--- src/rhp_pkg.sv ---
/*
  Shared constants for the root port state logic: register offsets, bit
  positions, reset values, interval timing and the sequencer state type.
  Assumes a 100 MHz host controller clock.
*/
package rhp_pkg;
  localparam int CLK_MHZ = 100;
  localparam int RESET_TIME_MS = 10;
  localparam int RESUME_TIME_MS = 20;
  localparam int RESET_CYCLES = RESET_TIME_MS * 1000 * CLK_MHZ;
  localparam int RESUME_CYCLES = RESUME_TIME_MS * 1000 * CLK_MHZ;
  localparam int TMR_W = 24;

  localparam int ADDR_W = 12;
  localparam logic [ADDR_W-1:0] STATE_WORD_OFF = 12'h000;
  localparam logic [ADDR_W-1:0] CTRL_OFF = 12'h004;

  // root_port_state_word, read meaning / write strobe
  localparam int ATTACHED_BIT = 0;
  localparam int ENABLED_BIT = 1;
  localparam int SUSPENDED_BIT = 2;
  localparam int RESUME_BIT = 3;
  localparam int RESET_BIT = 4;
  localparam int CONN_CHG_BIT = 16;
  localparam int EN_CHG_BIT = 17;
  localparam int SUSP_CHG_BIT = 18;
  localparam int RESET_CHG_BIT = 20;

  // port control word
  localparam int FIXED_MASK_BIT = 0;
  localparam int HC_STATE_LSB = 2;
  localparam logic [1:0] HC_STATE_RST = 2'h0;
  localparam logic [1:0] HC_STATE_RESUME = 2'h1;
  localparam logic FIXED_MASK_RST = 1'b0;

  localparam logic [1:0] RESP_OKAY = 2'h0;
  localparam logic [1:0] RESP_SLVERR = 2'h2;

  typedef enum logic [1:0] {
    SEQ_IDLE = 2'b00,
    SEQ_SUSPENDED = 2'b01,
    SEQ_RESUMING = 2'b11,
    SEQ_RESETTING = 2'b10
  } rhp_seq_t;
endpackage

--- src/rhp_port_state.sv ---
/*
  Root hub downstream port state bits for one port, with an AXI4-Lite slave
  holding the port state word and a port control word.
  Assumes port pins (attach, overcurrent, power, bus error, remote resume)
  are synchronous to aclk.
*/
// Added by the designer: the register addresses and register access over AXI4-Lite.
`timescale 1ns/1ps
`default_nettype none
module rhp_port_state import rhp_pkg::*; #(
  parameter int unsigned RESET_LEN = RESET_CYCLES, // port reset interval, cycles
  parameter int unsigned RESUME_LEN = RESUME_CYCLES // resume interval, cycles
) (
  input wire logic aclk, // clock
  input wire logic aresetn, // sync reset, active low
  input wire logic [ADDR_W-1:0] s_axi_awaddr, // write address
  input wire logic s_axi_awvalid, // write address valid
  output logic s_axi_awready, // write address ready
  input wire logic [31:0] s_axi_wdata, // write data
  input wire logic [3:0] s_axi_wstrb, // write byte enables
  input wire logic s_axi_wvalid, // write data valid
  output logic s_axi_wready, // write data ready
  output logic [1:0] s_axi_bresp, // write response
  output logic s_axi_bvalid, // write response valid
  input wire logic s_axi_bready, // write response ready
  input wire logic [ADDR_W-1:0] s_axi_araddr, // read address
  input wire logic s_axi_arvalid, // read address valid
  output logic s_axi_arready, // read address ready
  output logic [31:0] s_axi_rdata, // read data
  output logic [1:0] s_axi_rresp, // read response
  output logic s_axi_rvalid, // read data valid
  input wire logic s_axi_rready, // read data ready
  input wire logic dev_attached, // device present on the port
  input wire logic overcurrent, // port overcurrent level
  input wire logic port_power_on, // port power switched on
  input wire logic bus_error, // operational bus error pulse
  input wire logic remote_resume, // resume signalled by the device
  output logic port_reset_drive, // drive reset signalling
  output logic port_resume_drive, // drive resume signalling
  output logic port_enabled, // port enabled
  output logic port_suspended, // port suspended
  output logic resume_to_hc // pulse: device resume to controller
);
  logic aw_held_reg, aw_held_next;
  logic w_held_reg, w_held_next;
  logic [ADDR_W-1:0] awaddr_reg, awaddr_next;
  logic [31:0] wdata_reg, wdata_next;
  logic [3:0] wstrb_reg, wstrb_next;
  logic awready_reg, awready_next;
  logic wready_reg, wready_next;
  logic bvalid_reg, bvalid_next;
  logic [1:0] bresp_reg, bresp_next;
  logic arready_reg, arready_next;
  logic rvalid_reg, rvalid_next;
  logic [1:0] rresp_reg, rresp_next;
  logic [31:0] rdata_reg, rdata_next;
  rhp_seq_t seq_reg, seq_next;
  logic en_reg, en_next;
  logic susp_reg, susp_next;
  logic rst_act_reg, rst_act_next;
  logic conn_chg_reg, conn_chg_next;
  logic en_chg_reg, en_chg_next;
  logic susp_chg_reg, susp_chg_next;
  logic rst_chg_reg, rst_chg_next;
  logic att_prev_reg, att_prev_next;
  logic fixed_mask_reg, fixed_mask_next;
  logic [1:0] hc_state_reg, hc_state_next;
  logic resume_hc_reg, resume_hc_next;
  logic resume_drv_reg, resume_drv_next;
  logic attached;
  logic wr_fire, wr_state, wr_ctrl;
  logic s_clr_en, s_set_en, s_set_susp, s_resume, s_reset;
  logic tmr_start, tmr_abort, tmr_done;
  logic [TMR_W-1:0] tmr_len;
  logic [31:0] state_word, ctrl_word;
  rhp_interval_timer u_timer (
    .aclk(aclk),
    .aresetn(aresetn),
    .start(tmr_start),
    .abort(tmr_abort),
    .length(tmr_len),
    .done(tmr_done)
  );
  always_comb begin
    attached = dev_attached | fixed_mask_reg;
    state_word = '0;
    state_word[ATTACHED_BIT] = attached;
    state_word[ENABLED_BIT] = en_reg;
    state_word[SUSPENDED_BIT] = susp_reg;
    state_word[RESET_BIT] = rst_act_reg;
    state_word[CONN_CHG_BIT] = conn_chg_reg;
    state_word[EN_CHG_BIT] = en_chg_reg;
    state_word[SUSP_CHG_BIT] = susp_chg_reg;
    state_word[RESET_CHG_BIT] = rst_chg_reg;
    ctrl_word = '0;
    ctrl_word[FIXED_MASK_BIT] = fixed_mask_reg;
    ctrl_word[HC_STATE_LSB +: 2] = hc_state_reg;
  end
  // bus slave: address and data accepted in either order
  always_comb begin
    aw_held_next = aw_held_reg;
    w_held_next = w_held_reg;
    awaddr_next = awaddr_reg;
    wdata_next = wdata_reg;
    wstrb_next = wstrb_reg;
    bvalid_next = bvalid_reg;
    bresp_next = bresp_reg;
    arready_next = arready_reg;
    rvalid_next = rvalid_reg;
    rresp_next = rresp_reg;
    rdata_next = rdata_reg;
    wr_fire = aw_held_reg & w_held_reg & ~bvalid_reg;
    wr_state = wr_fire & (awaddr_reg[ADDR_W-1:2] == STATE_WORD_OFF[ADDR_W-1:2]);
    wr_ctrl = wr_fire & (awaddr_reg[ADDR_W-1:2] == CTRL_OFF[ADDR_W-1:2]);
    if (s_axi_awvalid && awready_reg) begin
      aw_held_next = 1'b1;
      awaddr_next = s_axi_awaddr;
    end
    if (s_axi_wvalid && wready_reg) begin
      w_held_next = 1'b1;
      wdata_next = s_axi_wdata;
      wstrb_next = s_axi_wstrb;
    end
    if (wr_fire) begin
      aw_held_next = 1'b0;
      w_held_next = 1'b0;
      bvalid_next = 1'b1;
      bresp_next = (wr_state | wr_ctrl) ? RESP_OKAY : RESP_SLVERR;
    end else if (bvalid_reg && s_axi_bready) begin
      bvalid_next = 1'b0;
    end
    awready_next = ~aw_held_next & ~bvalid_next;
    wready_next = ~w_held_next & ~bvalid_next;
    if (s_axi_arvalid && arready_reg) begin
      arready_next = 1'b0;
      rvalid_next = 1'b1;
      if (s_axi_araddr[ADDR_W-1:2] == STATE_WORD_OFF[ADDR_W-1:2]) begin
        rdata_next = state_word;
        rresp_next = RESP_OKAY;
      end else if (s_axi_araddr[ADDR_W-1:2] == CTRL_OFF[ADDR_W-1:2]) begin
        rdata_next = ctrl_word;
        rresp_next = RESP_OKAY;
      end else begin
        rdata_next = '0;
        rresp_next = RESP_SLVERR;
      end
    end else if (rvalid_reg && s_axi_rready) begin
      rvalid_next = 1'b0;
      arready_next = 1'b1;
    end
  end
  always_comb begin
    seq_next = seq_reg;
    en_next = en_reg;
    susp_next = susp_reg;
    rst_act_next = rst_act_reg;
    conn_chg_next = conn_chg_reg;
    en_chg_next = en_chg_reg;
    susp_chg_next = susp_chg_reg;
    rst_chg_next = rst_chg_reg;
    fixed_mask_next = fixed_mask_reg;
    hc_state_next = hc_state_reg;
    att_prev_next = attached;
    resume_hc_next = 1'b0;
    tmr_start = 1'b0;
    tmr_abort = 1'b0;
    tmr_len = TMR_W'(RESET_LEN);
    s_clr_en = wr_state & wstrb_reg[0] & wdata_reg[ATTACHED_BIT];
    s_set_en = wr_state & wstrb_reg[0] & wdata_reg[ENABLED_BIT];
    s_set_susp = wr_state & wstrb_reg[0] & wdata_reg[SUSPENDED_BIT];
    s_resume = wr_state & wstrb_reg[0] & wdata_reg[RESUME_BIT];
    s_reset = wr_state & wstrb_reg[0] & wdata_reg[RESET_BIT];
    // change flags clear first so a same-cycle event wins
    if (wr_state && wstrb_reg[2]) begin
      if (wdata_reg[CONN_CHG_BIT]) conn_chg_next = 1'b0;
      if (wdata_reg[EN_CHG_BIT]) en_chg_next = 1'b0;
      if (wdata_reg[SUSP_CHG_BIT]) susp_chg_next = 1'b0;
      if (wdata_reg[RESET_CHG_BIT]) rst_chg_next = 1'b0;
    end
    if (wr_ctrl && wstrb_reg[0]) begin
      fixed_mask_next = wdata_reg[FIXED_MASK_BIT];
      hc_state_next = wdata_reg[HC_STATE_LSB +: 2];
    end
    if (attached != att_prev_reg) conn_chg_next = 1'b1;
    if (tmr_done) begin
      unique case (seq_reg)
        SEQ_RESETTING: begin
          rst_act_next = 1'b0;
          rst_chg_next = 1'b1;
          susp_next = 1'b0;
          en_next = 1'b1;
          seq_next = SEQ_IDLE;
        end
        SEQ_RESUMING: begin
          susp_next = 1'b0;
          susp_chg_next = 1'b1;
          en_next = 1'b1;
          seq_next = SEQ_IDLE;
        end
        SEQ_IDLE, SEQ_SUSPENDED: ;
      endcase
    end
    if (s_clr_en) en_next = 1'b0;
    if (s_set_en) begin
      if (attached) en_next = 1'b1;
      else conn_chg_next = 1'b1;
    end
    if (s_set_susp) begin
      if (!attached) begin
        conn_chg_next = 1'b1;
      end else if (seq_reg == SEQ_IDLE) begin
        susp_next = 1'b1;
        seq_next = SEQ_SUSPENDED;
      end
    end
    if (seq_reg == SEQ_SUSPENDED && susp_reg && (s_resume || remote_resume)) begin
      seq_next = SEQ_RESUMING;
      tmr_start = 1'b1;
      tmr_len = TMR_W'(RESUME_LEN);
      resume_hc_next = remote_resume & ~s_resume;
    end
    if (s_reset) begin
      if (attached) begin
        rst_act_next = 1'b1;
        seq_next = SEQ_RESETTING;
        tmr_start = 1'b1;
        tmr_len = TMR_W'(RESET_LEN);
      end else begin
        conn_chg_next = 1'b1;
      end
    end
    if (hc_state_reg == HC_STATE_RESUME && seq_next != SEQ_RESETTING) begin
      susp_next = 1'b0;
      if (seq_reg == SEQ_RESUMING) tmr_abort = 1'b1;
      seq_next = SEQ_IDLE;
    end
    if (!attached) begin
      // disconnect ends any signalling in flight
      tmr_abort = 1'b1;
      tmr_start = 1'b0;
      seq_next = SEQ_IDLE;
      susp_next = 1'b0;
      rst_act_next = 1'b0;
    end
    if (overcurrent || !attached || !port_power_on || bus_error) begin
      en_next = 1'b0;
      if (en_reg) en_chg_next = 1'b1;
    end
    resume_drv_next = (seq_next == SEQ_RESUMING);
  end
  always_ff @(posedge aclk) begin
    if (!aresetn) begin
      aw_held_reg <= 1'b0;
      w_held_reg <= 1'b0;
      awaddr_reg <= '0;
      wdata_reg <= '0;
      wstrb_reg <= '0;
      awready_reg <= 1'b0;
      wready_reg <= 1'b0;
      bvalid_reg <= 1'b0;
      bresp_reg <= RESP_OKAY;
      arready_reg <= 1'b0;
      rvalid_reg <= 1'b0;
      rresp_reg <= RESP_OKAY;
      rdata_reg <= '0;
      seq_reg <= SEQ_IDLE;
      en_reg <= 1'b0;
      susp_reg <= 1'b0;
      rst_act_reg <= 1'b0;
      conn_chg_reg <= 1'b0;
      en_chg_reg <= 1'b0;
      susp_chg_reg <= 1'b0;
      rst_chg_reg <= 1'b0;
      att_prev_reg <= 1'b0;
      fixed_mask_reg <= FIXED_MASK_RST;
      hc_state_reg <= HC_STATE_RST;
      resume_hc_reg <= 1'b0;
      resume_drv_reg <= 1'b0;
    end else begin
      aw_held_reg <= aw_held_next;
      w_held_reg <= w_held_next;
      awaddr_reg <= awaddr_next;
      wdata_reg <= wdata_next;
      wstrb_reg <= wstrb_next;
      awready_reg <= awready_next;
      wready_reg <= wready_next;
      bvalid_reg <= bvalid_next;
      bresp_reg <= bresp_next;
      arready_reg <= (arready_next | (~arready_reg & ~rvalid_reg & ~rvalid_next));
      rvalid_reg <= rvalid_next;
      rresp_reg <= rresp_next;
      rdata_reg <= rdata_next;
      seq_reg <= seq_next;
      en_reg <= en_next;
      susp_reg <= susp_next;
      rst_act_reg <= rst_act_next;
      conn_chg_reg <= conn_chg_next;
      en_chg_reg <= en_chg_next;
      susp_chg_reg <= susp_chg_next;
      rst_chg_reg <= rst_chg_next;
      att_prev_reg <= att_prev_next;
      fixed_mask_reg <= fixed_mask_next;
      hc_state_reg <= hc_state_next;
      resume_hc_reg <= resume_hc_next;
      resume_drv_reg <= resume_drv_next;
    end
  end
  assign s_axi_awready = awready_reg;
  assign s_axi_wready = wready_reg;
  assign s_axi_bvalid = bvalid_reg;
  assign s_axi_bresp = bresp_reg;
  assign s_axi_arready = arready_reg;
  assign s_axi_rvalid = rvalid_reg;
  assign s_axi_rresp = rresp_reg;
  assign s_axi_rdata = rdata_reg;
  assign port_reset_drive = rst_act_reg;
  assign port_resume_drive = resume_drv_reg;
  assign port_enabled = en_reg;
  assign port_suspended = susp_reg;
  assign resume_to_hc = resume_hc_reg;
endmodule
`default_nettype wire

--- src/rhp_interval_timer.sv ---
/*
  Down counter that times one port signalling interval and pulses done.
  Assumes start is a single-cycle request from the port logic; abort is held every cycle the port is detached.
*/
`timescale 1ns/1ps
`default_nettype none
module rhp_interval_timer import rhp_pkg::*; (
  input wire logic aclk, // clock
  input wire logic aresetn, // sync reset, active low
  input wire logic start, // load length and run
  input wire logic abort, // stop without done
  input wire logic [TMR_W-1:0] length, // interval in cycles
  output logic done // one-cycle pulse at expiry
);
  logic [TMR_W-1:0] cnt_reg, cnt_next;
  logic run_reg, run_next;
  logic done_reg, done_next;

  always_comb begin
    cnt_next = cnt_reg;
    run_next = run_reg;
    done_next = 1'b0;
    if (start) begin
      cnt_next = length;
      run_next = 1'b1;
    end else if (abort) begin
      run_next = 1'b0;
    end else if (run_reg) begin
      if (cnt_reg <= TMR_W'(1)) begin
        run_next = 1'b0;
        done_next = 1'b1;
      end else begin
        cnt_next = cnt_reg - TMR_W'(1);
      end
    end
  end

  always_ff @(posedge aclk) begin
    if (!aresetn) begin
      cnt_reg <= '0;
      run_reg <= 1'b0;
      done_reg <= 1'b0;
    end else begin
      cnt_reg <= cnt_next;
      run_reg <= run_next;
      done_reg <= done_next;
    end
  end

  assign done = done_reg;
endmodule
`default_nettype wire

--- config.mk ---
export PLATFORM = sky130hd
export DESIGN_NAME = rhp_port_state
export DESIGN_NICKNAME = d
export VERILOG_FILES = /design/src/rhp_pkg.sv /design/src/rhp_port_state.sv /design/src/rhp_interval_timer.sv
export SDC_FILE = /design/constraint.sdc
export NUM_CORES = 1
export LEC_CHECK = 0
export BUFFER_PORTS_ARGS = -buffer_cell sky130_fd_sc_hd__buf_2
export CAP_MARGIN = 20
export CORE_MARGIN = 10
export CORE_UTILIZATION = 32
export CTS_BUF_LIST = sky130_fd_sc_hd__clkbuf_8
export CTS_CLUSTER_SIZE = 8
export DETAILED_ROUTE_END_ITERATION = 6
export HOLD_SLACK_MARGIN = 0.02
export PLACE_DENSITY_LB_ADDON = 0.15
export SLEW_MARGIN = 20
export SYNTH_ARGS = -nofsm -noshare
export SYNTH_HDL_FRONTEND = slang
export SYNTH_SLANG_ARGS = --single-unit
--- constraint.sdc ---
create_clock -name aclk -period 2.5 [get_ports aclk]
set_input_delay 0.25 -clock aclk [delete_from_list [all_inputs] [get_ports aclk]]
set_output_delay 0.25 -clock aclk [all_outputs]
set_load 0.03 [all_outputs]
== Word-level counts from Yosys, hierarchy flattened ==
Cells that the tools add are included.
Word-level totals
  bits of input ports: 72
  register bits: 120
  output and inout bits: 46
  logic and storage cells: 177
Operators by class
  $add $sub $neg: 1
  $lt $le $gt $ge: 1
  bitwise gates (word level): 29
  reductions and logical operators: 30
  eq/ne operators: 11
  mux-type cells: 76
Operators with widths (number)
  24-bit 2-to-1 mux: 6
  1-bit 2-to-1 mux: 54
  21-bit 2-to-1 mux: 2
  2-bit 2-to-1 mux: 13
  24-bit by 1-bit <= comparator with 1-bit output, second input constant: 1
  24-bit by 1-bit subtractor with 24-bit output, second input constant: 1
  10-bit by 1-bit equality test with 1-bit output, second input constant: 2
  10-bit logical NOT: 2
  1-bit bitwise AND: 15
  1-bit inverter: 11
  1-bit logical AND: 10
  2-bit equality test, second input constant: 3
  2-bit inequality test, second input constant: 3
  2-bit AND reduction: 3
  2-bit nonzero test: 3
  2-bit by 1-bit equality test with 1-bit output, second input constant: 2
  1-bit logical OR: 4
  4-bit 2-to-1 mux: 1
  2-bit OR reduction: 2
  4-bit OR reduction: 1
  1-bit bitwise OR: 3
  3-bit AND reduction: 1
  3-bit OR reduction: 1
  1-bit logical NOT: 2
  2 further kinds: 2

== Longest topological paths before layout ==
Gate-level depths: netlist of run 1.
  word-level depth: 16
  depth in mapped cells: 8
  gate-level depth less buffers: 8

== Hierarchy ==
A second synthesis of run 1 with hierarchy kept.
Second synthesis, totals
  cells, all modules: 474
  area, all modules: 3980.1 um^2
By module, submodules not included
  rhp_port_state: area an instance 2436.1 um^2, cells an instance 289, seq. area each 1081.0 um^2, instances 1
  rhp_interval_timer: area an instance 1544.0 um^2, cells an instance 185, seq. area each 520.5 um^2, instances 1

== Worst setup path before layout of run 1 ==
OpenSTA, ideal clock, no wires.
  path type: flip-flop to flip-flop
  from: register u_timer.cnt_reg[0]
  to: register u_timer.cnt_reg[22]
  cell stages (with the launch flop): 8
  data required time: 2.429 ns
  path buffers: 0
  setup slack: 0.288 ns
  clock period less this slack: 2.212 ns
  arrival: 2.142 ns
  setup time: 0.071 ns
  cell sequence: dfxtp_1 -> inv_1 -> ha_1 -> nor3b_1 -> nand4_2 -> or4_1 -> or4_1 -> a21oi_1
Between the ends
  longest elaborated chain between the ends: 5
  elaborated cells between the ends (all ways): 8
  those cells by class: add/sub (1); order compare (1); eq/ne (1); mux (4); reduce/logical (1)
RTL lines
  start, declared: line rhp_interval_timer.sv:15  | logic [TMR_W-1:0] cnt_reg, cnt_next;
  start signal, assigned: line rhp_interval_timer.sv:44  | cnt_reg <= cnt_next;
  24-bit by 1-bit subtractor with 24-bit output: line rhp_interval_timer.sv:33  | cnt_next = cnt_reg - TMR_W'(1);
  24-bit 2-to-1 mux: line rhp_interval_timer.sv:29  | if (cnt_reg <= TMR_W'(1)) begin
  24-bit 2-to-1 mux: line rhp_interval_timer.sv:28  | end else if (run_reg) begin
  24-bit 2-to-1 mux: line rhp_interval_timer.sv:26  | end else if (abort) begin
  24-bit 2-to-1 mux: line rhp_interval_timer.sv:23  | if (start) begin
Parallel ways exist; a longest one is shown, timed or not. The select of a mux whose other input is x is not followed.
A chain may end at the register's enable or synchronous reset.

== Worst setup path in the final report of run 1 ==
Same ends and word-level chain as after synthesis.

==> summary.txt, run 1 <==
Portion of the clock cycle consumed by the worst path in the final layout: 93.2%
Period minus WS final: 2.33 ns
Cell Pwr Density: 573 nW/um^2
Placeable Area: 11500 sq um
Number of vias after detailed routing: 3466
Sum of net half-perimeters after detailed placement: 7690 um
Synthesized area per cell: 8.23 sq um
Library cells used by synthesis: 61
PortBufs: 63
Number of global-route vias before repair: 3328
Placement row count: 39
Number of diodes: 0
NetSw: 637 uW
Clock share of power: 39.9%
Cell count of the worst reg-to-reg path: 7
Max-Cap Viols: 0
Outcome: completed
Horiz. Die Dim: 129 um
Worst voltage drop across the vdd grid: 0.000348 V
Number of pins exceeding their max-slew limit in the final report: 0
Number of flip-flops in the largest register: 24
Vias per cell: 5.09
Sequential-to-total area share from yosys stat: 42.2%
Global route total overflow: 0
Iteration-0 DRC count of the detailed router: 161
Combinational Power Share: 8.6%
Sinks on Clock Net: 80
Largest net degree at the start of global routing: 29
Antenna Nets Post-Route: 0
All-layer global routing usage: 12.6%
Clock tree buffer depth: 2
FMAX: 0.429 GHz
RSZ-0062 raised after global routing: false
Post-CTS setup buffer count: 0
H-tree depth reported by CTS: 3
CP Class: reg -> reg
Number of antenna violations at the first check in global routing: 0
Post-detailed-placement cell area: 4270 sq um
Leakage power summed over all cells: 0.00183 uW
Part of the power in registers: 51.5%
Synthesized flop and latch total: 80
Post-route cell area: 4490 sq um
Setup clock skew after layout: 0.00624 ns
Buffer type at the clock tree root: clkbuf_8
Area taken by flip-flops and latches: 1600 sq um
Highest fanout seen on the critical path: 5
Most used DFF post-synth: dfxtp_1
Total area of multi-input combinational cells: 1990 sq um
Kind of capture point of the worst setup path: flip-flop
P_int: 1930 uW
Number of setup violations in the final report: 0
Worst Max-Slew Pin Slew: 0.908 ns
Routed wirelength normalized by instance count: 15.2 um
Fill cell count: 1190
Number of buffers created by CTS: 9
Iteration count of the initial detailed-routing pass: 5
Clock tree from TritonCTS: yes
Worst rel slew slack: 39.4%
Area growth syn-to-layout: 18.3%
Drt drc: 0
Flop-to-flop setup slack: 0.17 ns
Final Net Count: 607
Critical R2R Launch: u_timer.cnt_reg[0]$_SDFFE_PN0P_
Post-CTS clock slew at the launch and capture registers of the worst setup and hold paths: 0.08 ns
Kind of launch point of the worst setup path: flip-flop
Share of flip-flops with an asynchronous set or reset after synthesis: 0%
Final estimated routing congestion in global placement: 0.839
Wire length of the first global-routing pass: 16700 um
Data required time at the worst endpoint: 2.78 ns
Clock insertion delay at the later pin of the skew report: 0.36 ns
Combined area of all synthesized cells: 3790 sq um
Total length of routed wires: 10300 um
Total Die Area: 16600 sq um
Resized cells post-CTS: 0
Number of flops mapped to enable cells by yosys: 0
Initial Utilization: 32.9%
Number of top-level pins: 118
Y dimension of the die: 129 um
Termination of the worst setup path: u_timer.cnt_reg[22]$_SDFFE_PN0P_
Arrival time reported for the critical path endpoint: 2.61 ns
Share of post-route cells with drive strength above 1: 21.2%
Final-report hold violation count: 0
Hold-fix buffers, CTS: 0
Worst min-delay path class: in -> reg
Number of instances in the synthesized netlist: 461
Net switching share of the total power: 24.8%
Final setup TNS: 0 ns
Crit path from: u_timer.cnt_reg[0]$_SDFFE_PN0P_
Endpoint of the most critical register-to-register path: u_timer.cnt_reg[22]$_SDFFE_PN0P_
Warnings, synthesis: 0
[layout make-up]
cell class                 instances  share of cell area, %
timing repair buffer              81                   10.6
tap                              143                   3.99
clock inverter                     3                  0.865
inverter                           6                  0.502
sequential                        80                   35.7
multi-input combinational        355                   44.4
clock buffer                      13                   3.99
[synth_stat cells, drive strengths merged, types with 2 or more instances]
| cell type | count | share of area (%) |
|---|---|---|
| o21a | 2 | 0.40 |
| inv | 6 | 0.59 |
| mux2i | 4 | 1.1 |
| and3 | 2 | 0.33 |
| a211oi | 3 | 0.59 |
| nand4 | 4 | 0.99 |
| and2 | 4 | 0.66 |
| dfxtp | 80 | 42 |
| clkbuf | 15 | 1.5 |
| buf | 29 | 5.6 |
| o211a | 2 | 0.73 |
| nand2b | 6 | 1.2 |
| a31o | 3 | 0.69 |
| nor2b | 4 | 0.66 |
| nor2 | 48 | 4.8 |
| a31oi | 7 | 1.2 |
| nor4 | 11 | 2.7 |
| or4 | 7 | 1.5 |
| o211ai | 4 | 1.2 |
| nor3b | 5 | 0.99 |
| a22oi | 8 | 1.6 |
| xnor2 | 6 | 1.4 |
| or3 | 6 | 0.99 |
| and4b | 2 | 0.53 |
| nand3 | 16 | 2.1 |
| nand2 | 68 | 6.7 |
| o31a | 2 | 0.46 |
| o21ai | 18 | 2.7 |
| o31ai | 4 | 0.79 |
| a21oi | 49 | 6.6 |
| ha | 2 | 0.66 |
| nor3 | 20 | 2.8 |
[worst min-delay path by stage]
stage,slack (ns),from,to,cells after the start
floorplan,0.39,s_axi_wstrb[2],wstrb_reg[2]$_SDFFE_PN0P_,2
finish,0.12,s_axi_awaddr[10],awaddr_reg[10]$_SDFFE_PN0P_,3
global placement,0.44,wstrb_reg[2]$_SDFFE_PN0P_,wstrb_reg[2]$_SDFFE_PN0P_,2
detailed placement,0.44,aw_held_reg$_SDFF_PN0_,s_axi_awready$_SDFF_PN0_,1
global route,0.10,s_axi_wdata[16],wdata_reg[16]$_SDFFE_PN0P_,3
CTS,0.1,s_axi_wdata[18],wdata_reg[18]$_SDFFE_PN0P_,3
[power groups by stage]
stage / Sequential, uW / Combinational [uW] / Clock (uW)
final: 1320 / 222 / 1030
after global routing: 1330 / 245 / 1110
after CTS: 1320 / 223 / 1060
after detailed placement: 1350 / 222 / 0
after global placement: 1350 / 220 / 0
after floorplan: 1360 / 168 / 0
[layout by cell type, fill, tap and decap left out, types with 4 or more instances in the layout]
cell / count
dfxtp_1: 80
nand2_1: 68
buf_2: 63
nor2_1: 48
a21oi_1: 48
conb_1: 25
nor3_1: 19
nand3_1: 16
buf_4: 16
clkbuf_8: 13
o21ai_1: 10
a22oi_1: 8
inv_1: 7
a31oi_1: 7
nor4_1: 7
o21ai_0: 7
xnor2_1: 6
or4_1: 6
or3_1: 6
nand2b_1: 5
nor3b_1: 5
and2_1: 4
nor2b_1: 4
mux2i_1: 4
o31ai_1: 4
[routing by layer]
layer,part of all wire (%),track usage (%),up-vias,wire length (um)
met2,44,19.7,108,4570
met1,48,15.8,1613,4930
met5,0,0,-,0
met4,1.7,5.82,0,178
li1,-,-,1732,-
met3,6.5,3.45,13,674
[critical path: stages, from the launching register on]
cell and delay [ns]:
dfxtp_1 0.37, inv_1 0.10, ha_1 0.19, nor3b_1 0.38
nand4_2 0.18, or4_1 0.46, or4_1 0.41, a21oi_1 0.14
[cells by family after synthesis]
| group | count (synthesis) | share of synthesized area (%) |
|---|---|---|
| flip-flops | 80 | 42.2 |
| buffers and inverters | 50 | 7.69 |
| AO/OA/AOI/OAI | 111 | 19.1 |
| AND/OR/NAND/NOR | 206 | 27.5 |
| adder cells (fa/ha/maj) | 2 | 0.660 |
| multiplexers | 4 | 1.06 |
| XOR/XNOR | 7 | 1.62 |
| other | 1 | 0.0989 |
[stage by stage]
step	power, uW	worst slack (ns)	hold slack (ns)	utilization [%]	instances
finish	2570	0.170	0.122	39.0	681
global route	2680	0.0171	0.103	39.0	681
CTS	2610	0.193	0.0957	39.0	681
detailed placement	1570	0.183	0.444	37.1	665
global placement	1570	0.234	0.443	37.1	665
floorplan	1530	0.288	0.386	-	485
Power figures use the tool's default switching activity.
==> run 2, diff against run 1 <==
==> constraint.sdc (replaced) <==
create_clock -name aclk -period 2.5 [get_ports aclk]
set_input_delay 0.375 -clock aclk [delete_from_list [all_inputs] [get_ports aclk]]
set_output_delay 0.375 -clock aclk [all_outputs]
set_load 0.03 [all_outputs]
==> summary.txt, run 2 (synthesized netlist as in run 1, its figures left out) <==
Sinks on Clock Net: 80 (unchanged)
Number of top-level pins: 118 (unchanged)
Number of global-route vias before repair: 3281 (was 3328)
Kind of capture point of the worst setup path: flip-flop (unchanged)
Global route total overflow: 0 (unchanged)
Clock tree from TritonCTS: yes (unchanged)
Number of pins exceeding their max-slew limit in the final report: 0 (unchanged)
Crit path from: u_timer.cnt_reg[16]$_SDFFE_PN0P_ (was u_timer.cnt_reg[0]$_SDFFE_PN0P_)
Sum of net half-perimeters after detailed placement: 7820 um (was 7690 um)
Leakage power summed over all cells: 0.00181 uW (was 0.00183 uW)
Clock insertion delay at the later pin of the skew report: 0.35 ns (was 0.36 ns)
H-tree depth reported by CTS: 3 (unchanged)
Data required time at the worst endpoint: 2.78 ns (about the same)
Termination of the worst setup path: u_timer.cnt_reg[14]$_SDFFE_PN0P_ (was u_timer.cnt_reg[22]$_SDFFE_PN0P_)
Maximum single-stage delay on the critical path: 0.55 ns (was 0.46 ns)
Most frequent CP cell: o21ai_1 (was or4_1)
Beginning of the worst hold path: s_axi_wdata[18] (was s_axi_awaddr[10])
Kind of launch point of the worst setup path: flip-flop (unchanged)
Post-CTS setup buffer count: 0 (unchanged)
Number of buffers created by CTS: 9 (unchanged)
List of cells traversed by the critical path: or4_4 -> nand2b_4 -> o31a_1 -> o211ai_4 -> buf_12 -> o21ai_1 -> o21ai_1 (was inv_1 -> ha_1 -> nor3b_1 -> nand4_2 -> or4_1 -> or4_1 -> a21oi_1)
Final estimated routing congestion in global placement: 0.814 (was 0.839)
CP Class: reg -> reg (unchanged)
Leading cell types in the layout, fill and taps excluded: 80 x dfxtp_1, 68 x nand2_1, 63 x buf_2, 48 x nor2_1, 48 x a21oi_1 (unchanged)
Iteration-0 DRC count of the detailed router: 198 (was 161)
Y dimension of the die: 129 um (unchanged)
Arrival time reported for the critical path endpoint: 2.59 ns (was 2.61 ns)
Total Die Area: 16600 sq um (unchanged)
All-layer global routing usage: 12.4% (was 12.6%)
Placement row count: 39 (unchanged)
Core utilization of the finished layout: 38.7% (was 39.0%)
Resized cells post-CTS: 0 (unchanged)
Top delay family on crit path: compound AO/OA/AOI/OAI gates (was simple AND/OR/NAND/NOR gates)
Number of vias after detailed routing: 3391 (was 3466)
Most frequent standard cell in the layout excluding fill and tap cells: dfxtp_1 (unchanged)
Slowest cell on crit path: or4_4 (was or4_1)
CP Buf/Inv Count: 1 (unchanged)
Crit path depth: 7 (unchanged)
Area growth syn-to-layout: 17.5% (was 18.3%)
Iteration count of the initial detailed-routing pass: 6 (was 5)
Crit path setup slack, layout: 0.193 ns (was 0.170 ns)
Antenna Nets Post-Route: 0 (unchanged)
Max-Cap Viols: 0 (unchanged)
Routed wirelength normalized by instance count: 14.9 um (was 15.2 um)
Drt drc: 0 (unchanged)
Cell Pwr Density: 532 nW/um^2 (was 573 nW/um^2)
Number of flip-flops in the largest register: 24 (unchanged)
Buffer type at the clock tree root: clkbuf_8 (unchanged)
Endpoint of the most critical register-to-register path: u_timer.cnt_reg[14]$_SDFFE_PN0P_ (was u_timer.cnt_reg[22]$_SDFFE_PN0P_)
Setup clock skew after layout: 0.0108 ns (was 0.00624 ns)
Worst min-delay path class: in -> reg (unchanged)
Number of antenna violations at the first check in global routing: 0 (unchanged)
Fill cell count: 1226 (was 1190)
Final setup TNS: 0 ns (unchanged)
Initial Utilization: 32.9% (unchanged)
Share of post-route cells with drive strength above 1: 21.4% (was 21.2%)
Period minus WS final: 2.31 ns (was 2.33 ns)
Setup slack at placement: 0.212 ns (was 0.183 ns)
Final-report hold violation count: 0 (unchanged)
Wire length of the first global-routing pass: 16700 um (unchanged)
Horiz. Die Dim: 129 um (unchanged)
Placeable Area: 11500 sq um (unchanged)
Portion of the clock cycle consumed by the worst path in the final layout: 92.3% (was 93.2%)
Highest fanout seen on the critical path: 13 (was 5)
Number of diodes: 0 (unchanged)
Number of setup violations in the final report: 0 (unchanged)
Final Net Count: 610 (was 607)
Total length of routed wires: 10200 um (was 10300 um)
Vias per cell: 4.96 (was 5.09)
Worst Max-Slew Pin Slew: 0.633 ns (was 0.908 ns)
FMAX: 0.433 GHz (was 0.429 GHz)
Worst voltage drop across the vdd grid: 0.000330 V (was 0.000348 V)
Largest net degree at the start of global routing: 29 (unchanged)
RSZ-0062 raised after global routing: false (unchanged)
Clock tree buffer depth: 2 (unchanged)
Worst rel slew slack: 57.8% (was 39.4%)
PortBufs: 63 (unchanged)
Hold-fix buffers, CTS: 0 (unchanged)
Post-CTS clock slew at the launch and capture registers of the worst setup and hold paths: 0.08 ns (about the same)
Critical R2R Launch: u_timer.cnt_reg[16]$_SDFFE_PN0P_ (was u_timer.cnt_reg[0]$_SDFFE_PN0P_)
Flop-to-flop setup slack: 0.19 ns (was 0.17 ns)
Cell count of the worst reg-to-reg path: 7 (unchanged)
Outcome: completed (unchanged)
==> run 2: worst min path at each step <==
stage                                      end  slack, ns  cells past startpoint
finish              wdata_reg[18]$_SDFFE_PN0P_       0.25                      3
global route         wstrb_reg[2]$_SDFFE_PN0P_       0.25                      3
CTS                 awaddr_reg[8]$_SDFFE_PN0P_       0.23                      3
detailed placement    s_axi_awready$_SDFF_PN0_       0.44                      1
global placement    awaddr_reg[7]$_SDFFE_PN0P_       0.44                      2
floorplan             s_axi_awready$_SDFF_PN0_       0.41                      1
==> run 2: final cells by class <==
class                   instances  area [sq um]  share of cell area [%]
clock buffers                   9           124                    2.78
clock inverters                 7          41.3                   0.927
inverters                       6          22.5                   0.505
multi-input cells             355          1990                    44.7
flip-flops and latches         80          1600                    35.9
well taps                     143           179                    4.02
repair buffers                 84           498                    11.2
==> run 2: worst register-to-register path: stages (launching register included) <==
cell and delay [ns]:
dfxtp_1 0.34, or4_4 0.55, nand2b_4 0.19, o31a_1 0.35
o211ai_4 0.43, buf_12 0.18, o21ai_1 0.08, o21ai_1 0.12
==> run 2: where the power goes <==
part | internal, uW | switching [uW] | total (uW)
logic | 68.7 | 156 | 225
clock network | 351 | 472 | 824
registers | 1300 | 20.8 | 1320
==> run 2: per-stage QoR <==
step                      hold WS, ns  instance area [sq um]  total power (uW)  cells
after CTS                       0.234                   4460              2410    684
final                           0.255                   4460              2370    684
after global routing            0.249                   4460              2490    684
after global placement          0.445                   4290              1580    668
after detailed placement        0.441                   4290              1580    668
after floorplan                 0.413                   3880              1530    485
==> run 2: metal layers <==
layer,global-route usage [%],vias to the layer above,share of wire [%]
li1,-,1742,-
met1,16.5,1556,50
met2,18.8,83,43
met4,5.42,0,1.5
met5,0,-,0
met3,2.67,10,4.9
==> run 3, diff against run 2 <==
--- a/config.mk
+++ b/config.mk
@@ -13,7 +13,8 @@
 export CTS_CLUSTER_SIZE = 8
 export DETAILED_ROUTE_END_ITERATION = 6
 export HOLD_SLACK_MARGIN = 0.02
-export PLACE_DENSITY_LB_ADDON = 0.15
+export PLACE_DENSITY = 0.65
+export RECOVER_POWER = 25
 export SLEW_MARGIN = 20
 export SYNTH_ARGS = -nofsm -noshare
 export SYNTH_HDL_FRONTEND = slang
==> constraint.sdc (replaced) <==
create_clock -name aclk -period 2.8 [get_ports aclk]
set_input_delay 0.42 -clock aclk [delete_from_list [all_inputs] [get_ports aclk]]
set_output_delay 0.42 -clock aclk [all_outputs]
set_load 0.03 [all_outputs]
==> summary.txt, run 3 (synthesized netlist as in run 1, its figures left out) <==
Setup clock skew after layout: 0.00858 ns (was 0.0108 ns)
Worst min-delay path class: in -> reg (unchanged)
Highest fanout seen on the critical path: 19 (was 13)
Horiz. Die Dim: 129 um (unchanged)
Total Die Area: 16600 sq um (unchanged)
Initial Utilization: 32.9% (unchanged)
Placement row count: 39 (unchanged)
H-tree depth reported by CTS: 3 (unchanged)
Total length of routed wires: 9710 um (was 10200 um)
Crit path setup slack, layout: 0.398 ns (was 0.193 ns)
Clock tree from TritonCTS: yes (unchanged)
Worst voltage drop across the vdd grid: 0.000236 V (was 0.000330 V)
Worst Max-Slew Pin Slew: 0.835 ns (was 0.633 ns)
Max-Cap Viols: 0 (unchanged)
Clock tree buffer depth: 2 (unchanged)
Clock insertion delay at the later pin of the skew report: 0.34 ns (was 0.35 ns)
Number of flip-flops in the largest register: 24 (unchanged)
Number of pins exceeding their max-slew limit in the final report: 0 (unchanged)
Y dimension of the die: 129 um (unchanged)
Buffer type at the clock tree root: clkbuf_8 (unchanged)
Wire length of the first global-routing pass: 15900 um (was 16700 um)
Post-CTS setup buffer count: 0 (unchanged)
Most frequent standard cell in the layout excluding fill and tap cells: dfxtp_1 (unchanged)
Number of buffers created by CTS: 9 (unchanged)
Arrival time reported for the critical path endpoint: 2.66 ns (was 2.59 ns)
Sinks on Clock Net: 80 (unchanged)
Number of diodes: 0 (unchanged)
Tot Pwr: 2360 uW (was 2370 uW)
Sum of net half-perimeters after detailed placement: 7340 um (was 7820 um)
Data required time at the worst endpoint: 3.06 ns (was 2.78 ns)
Antenna Nets Post-Route: 0 (unchanged)
Fill cell count: 1199 (was 1226)
Leading cell types in the layout, fill and taps excluded: 80 x dfxtp_1, 68 x nand2_1, 48 x nor2_1, 48 x a21oi_1, 48 x buf_2 (was 80 x dfxtp_1, 68 x nand2_1, 63 x buf_2, 48 x nor2_1, 48 x a21oi_1)
Area taken by flip-flops and latches: 1600 sq um (unchanged)
Core utilization of the finished layout: 38.0% (was 38.7%)
Final setup TNS: 0 ns (unchanged)
Setup slack at placement: 0.401 ns (was 0.212 ns)
Period minus WS final: 2.40 ns (was 2.31 ns)
RSZ-0062 raised after global routing: false (unchanged)
Iteration-0 DRC count of the detailed router: 225 (was 198)
Vias per cell: 5.21 (was 4.96)
Number of vias after detailed routing: 3494 (was 3391)
Number of setup violations in the final report: 0 (unchanged)
FMAX: 0.416 GHz (was 0.433 GHz)
PortBufs: 63 (unchanged)
Number of global-route vias before repair: 3366 (was 3281)
Cell Pwr Density: 539 nW/um^2 (was 532 nW/um^2)
CP Class: reg -> reg (unchanged)
Portion of the clock cycle consumed by the worst path in the final layout: 85.8% (was 92.3%)
Final estimated routing congestion in global placement: 0.841 (was 0.814)
Final Net Count: 596 (was 610)
Number of top-level pins: 118 (unchanged)
Worst rel slew slack: 44.3% (was 57.8%)
Iteration count of the initial detailed-routing pass: 6 (unchanged)
Kind of launch point of the worst setup path: flip-flop (unchanged)
Kind of capture point of the worst setup path: flip-flop (unchanged)
Share of post-route cells with drive strength above 1: 16.9% (was 21.4%)
Routed wirelength normalized by instance count: 14.5 um (was 14.9 um)
Number of antenna violations at the first check in global routing: 0 (unchanged)
Global route total overflow: 0 (unchanged)
All-layer global routing usage: 11.5% (was 12.4%)
Drt drc: 0 (unchanged)
Post-Route Hold Slack: 0.304 ns (was 0.255 ns)
Leakage power summed over all cells: 0.00170 uW (was 0.00181 uW)
Outcome: completed (unchanged)
Largest net degree at the start of global routing: 26 (was 29)
Placeable Area: 11500 sq um (unchanged)
Resized cells post-CTS: 0 (unchanged)
Post-CTS clock slew at the launch and capture registers of the worst setup and hold paths: 0.09 ns (was 0.08 ns)
Hold-fix buffers, CTS: 0 (unchanged)
Final-report hold violation count: 0 (unchanged)
Area growth syn-to-layout: 15.5% (was 17.5%)
Total area of multi-input combinational cells: 1990 sq um (unchanged)
-- run 3: per-layer routing --
| layer | global-route usage (%) | routed length [um] | vias up |
|---|---|---|---|
| met5 | 0 | 0 | - |
| li1 | - | - | 1710 |
| met2 | 18.6 | 4530 | 124 |
| met4 | 4.21 | 144 | 0 |
| met1 | 14.5 | 4410 | 1647 |
| met3 | 2.96 | 628 | 13 |
-- run 3: through the flow --
stage,instance area (sq um),cells
final,4380,670
after global routing,4380,670
after CTS,4400,670
after detailed placement,4160,654
after global placement,4160,654
after floorplan,3880,485
-- run 3: critical path, cell delays in order, from the launching register on --
cell,delay [ns]
dfxtp_1,0.32
nor3_1,0.34
nand4_2,0.31
o21bai_2,0.40
o211ai_4,0.26
or4_1,0.53
a21oi_1,0.15
-- run 3: path summary, 6_finish.rpt --
kind	startpoint	endpoint	slack [ns]	cells after the start
hold / removal	s_axi_wdata[17]	wdata_reg[17]$_SDFFE_PN0P_	0.30	3
hold reg to reg	wdata_reg[17]$_SDFFE_PN0P_	wdata_reg[17]$_SDFFE_PN0P_	0.46	2
setup reg to reg	awaddr_reg[5]$_SDFFE_PN0P_	u_timer.cnt_reg[5]$_SDFFE_PN0P_	0.40	6
setup / recovery	awaddr_reg[5]$_SDFFE_PN0P_	u_timer.cnt_reg[5]$_SDFFE_PN0P_	0.40	6
-- run 3: power breakdown --
group / leakage (uW) / switching [uW] / internal, uW / total (uW)
sequential: 0.000648 / 18.6 / 1160 / 1180
clock: 0.000120 / 431 / 558 / 988
combinational: 0.000936 / 137 / 53.2 / 190
-- run 3: cell type report --
class,count,area share (%)
clock inverter,5,1.97
tap,143,4.09
timing repair buffer,70,7.97
multi-input combinational,355,45.4
inverter,6,0.514
clock buffer,11,3.46
sequential,80,36.6
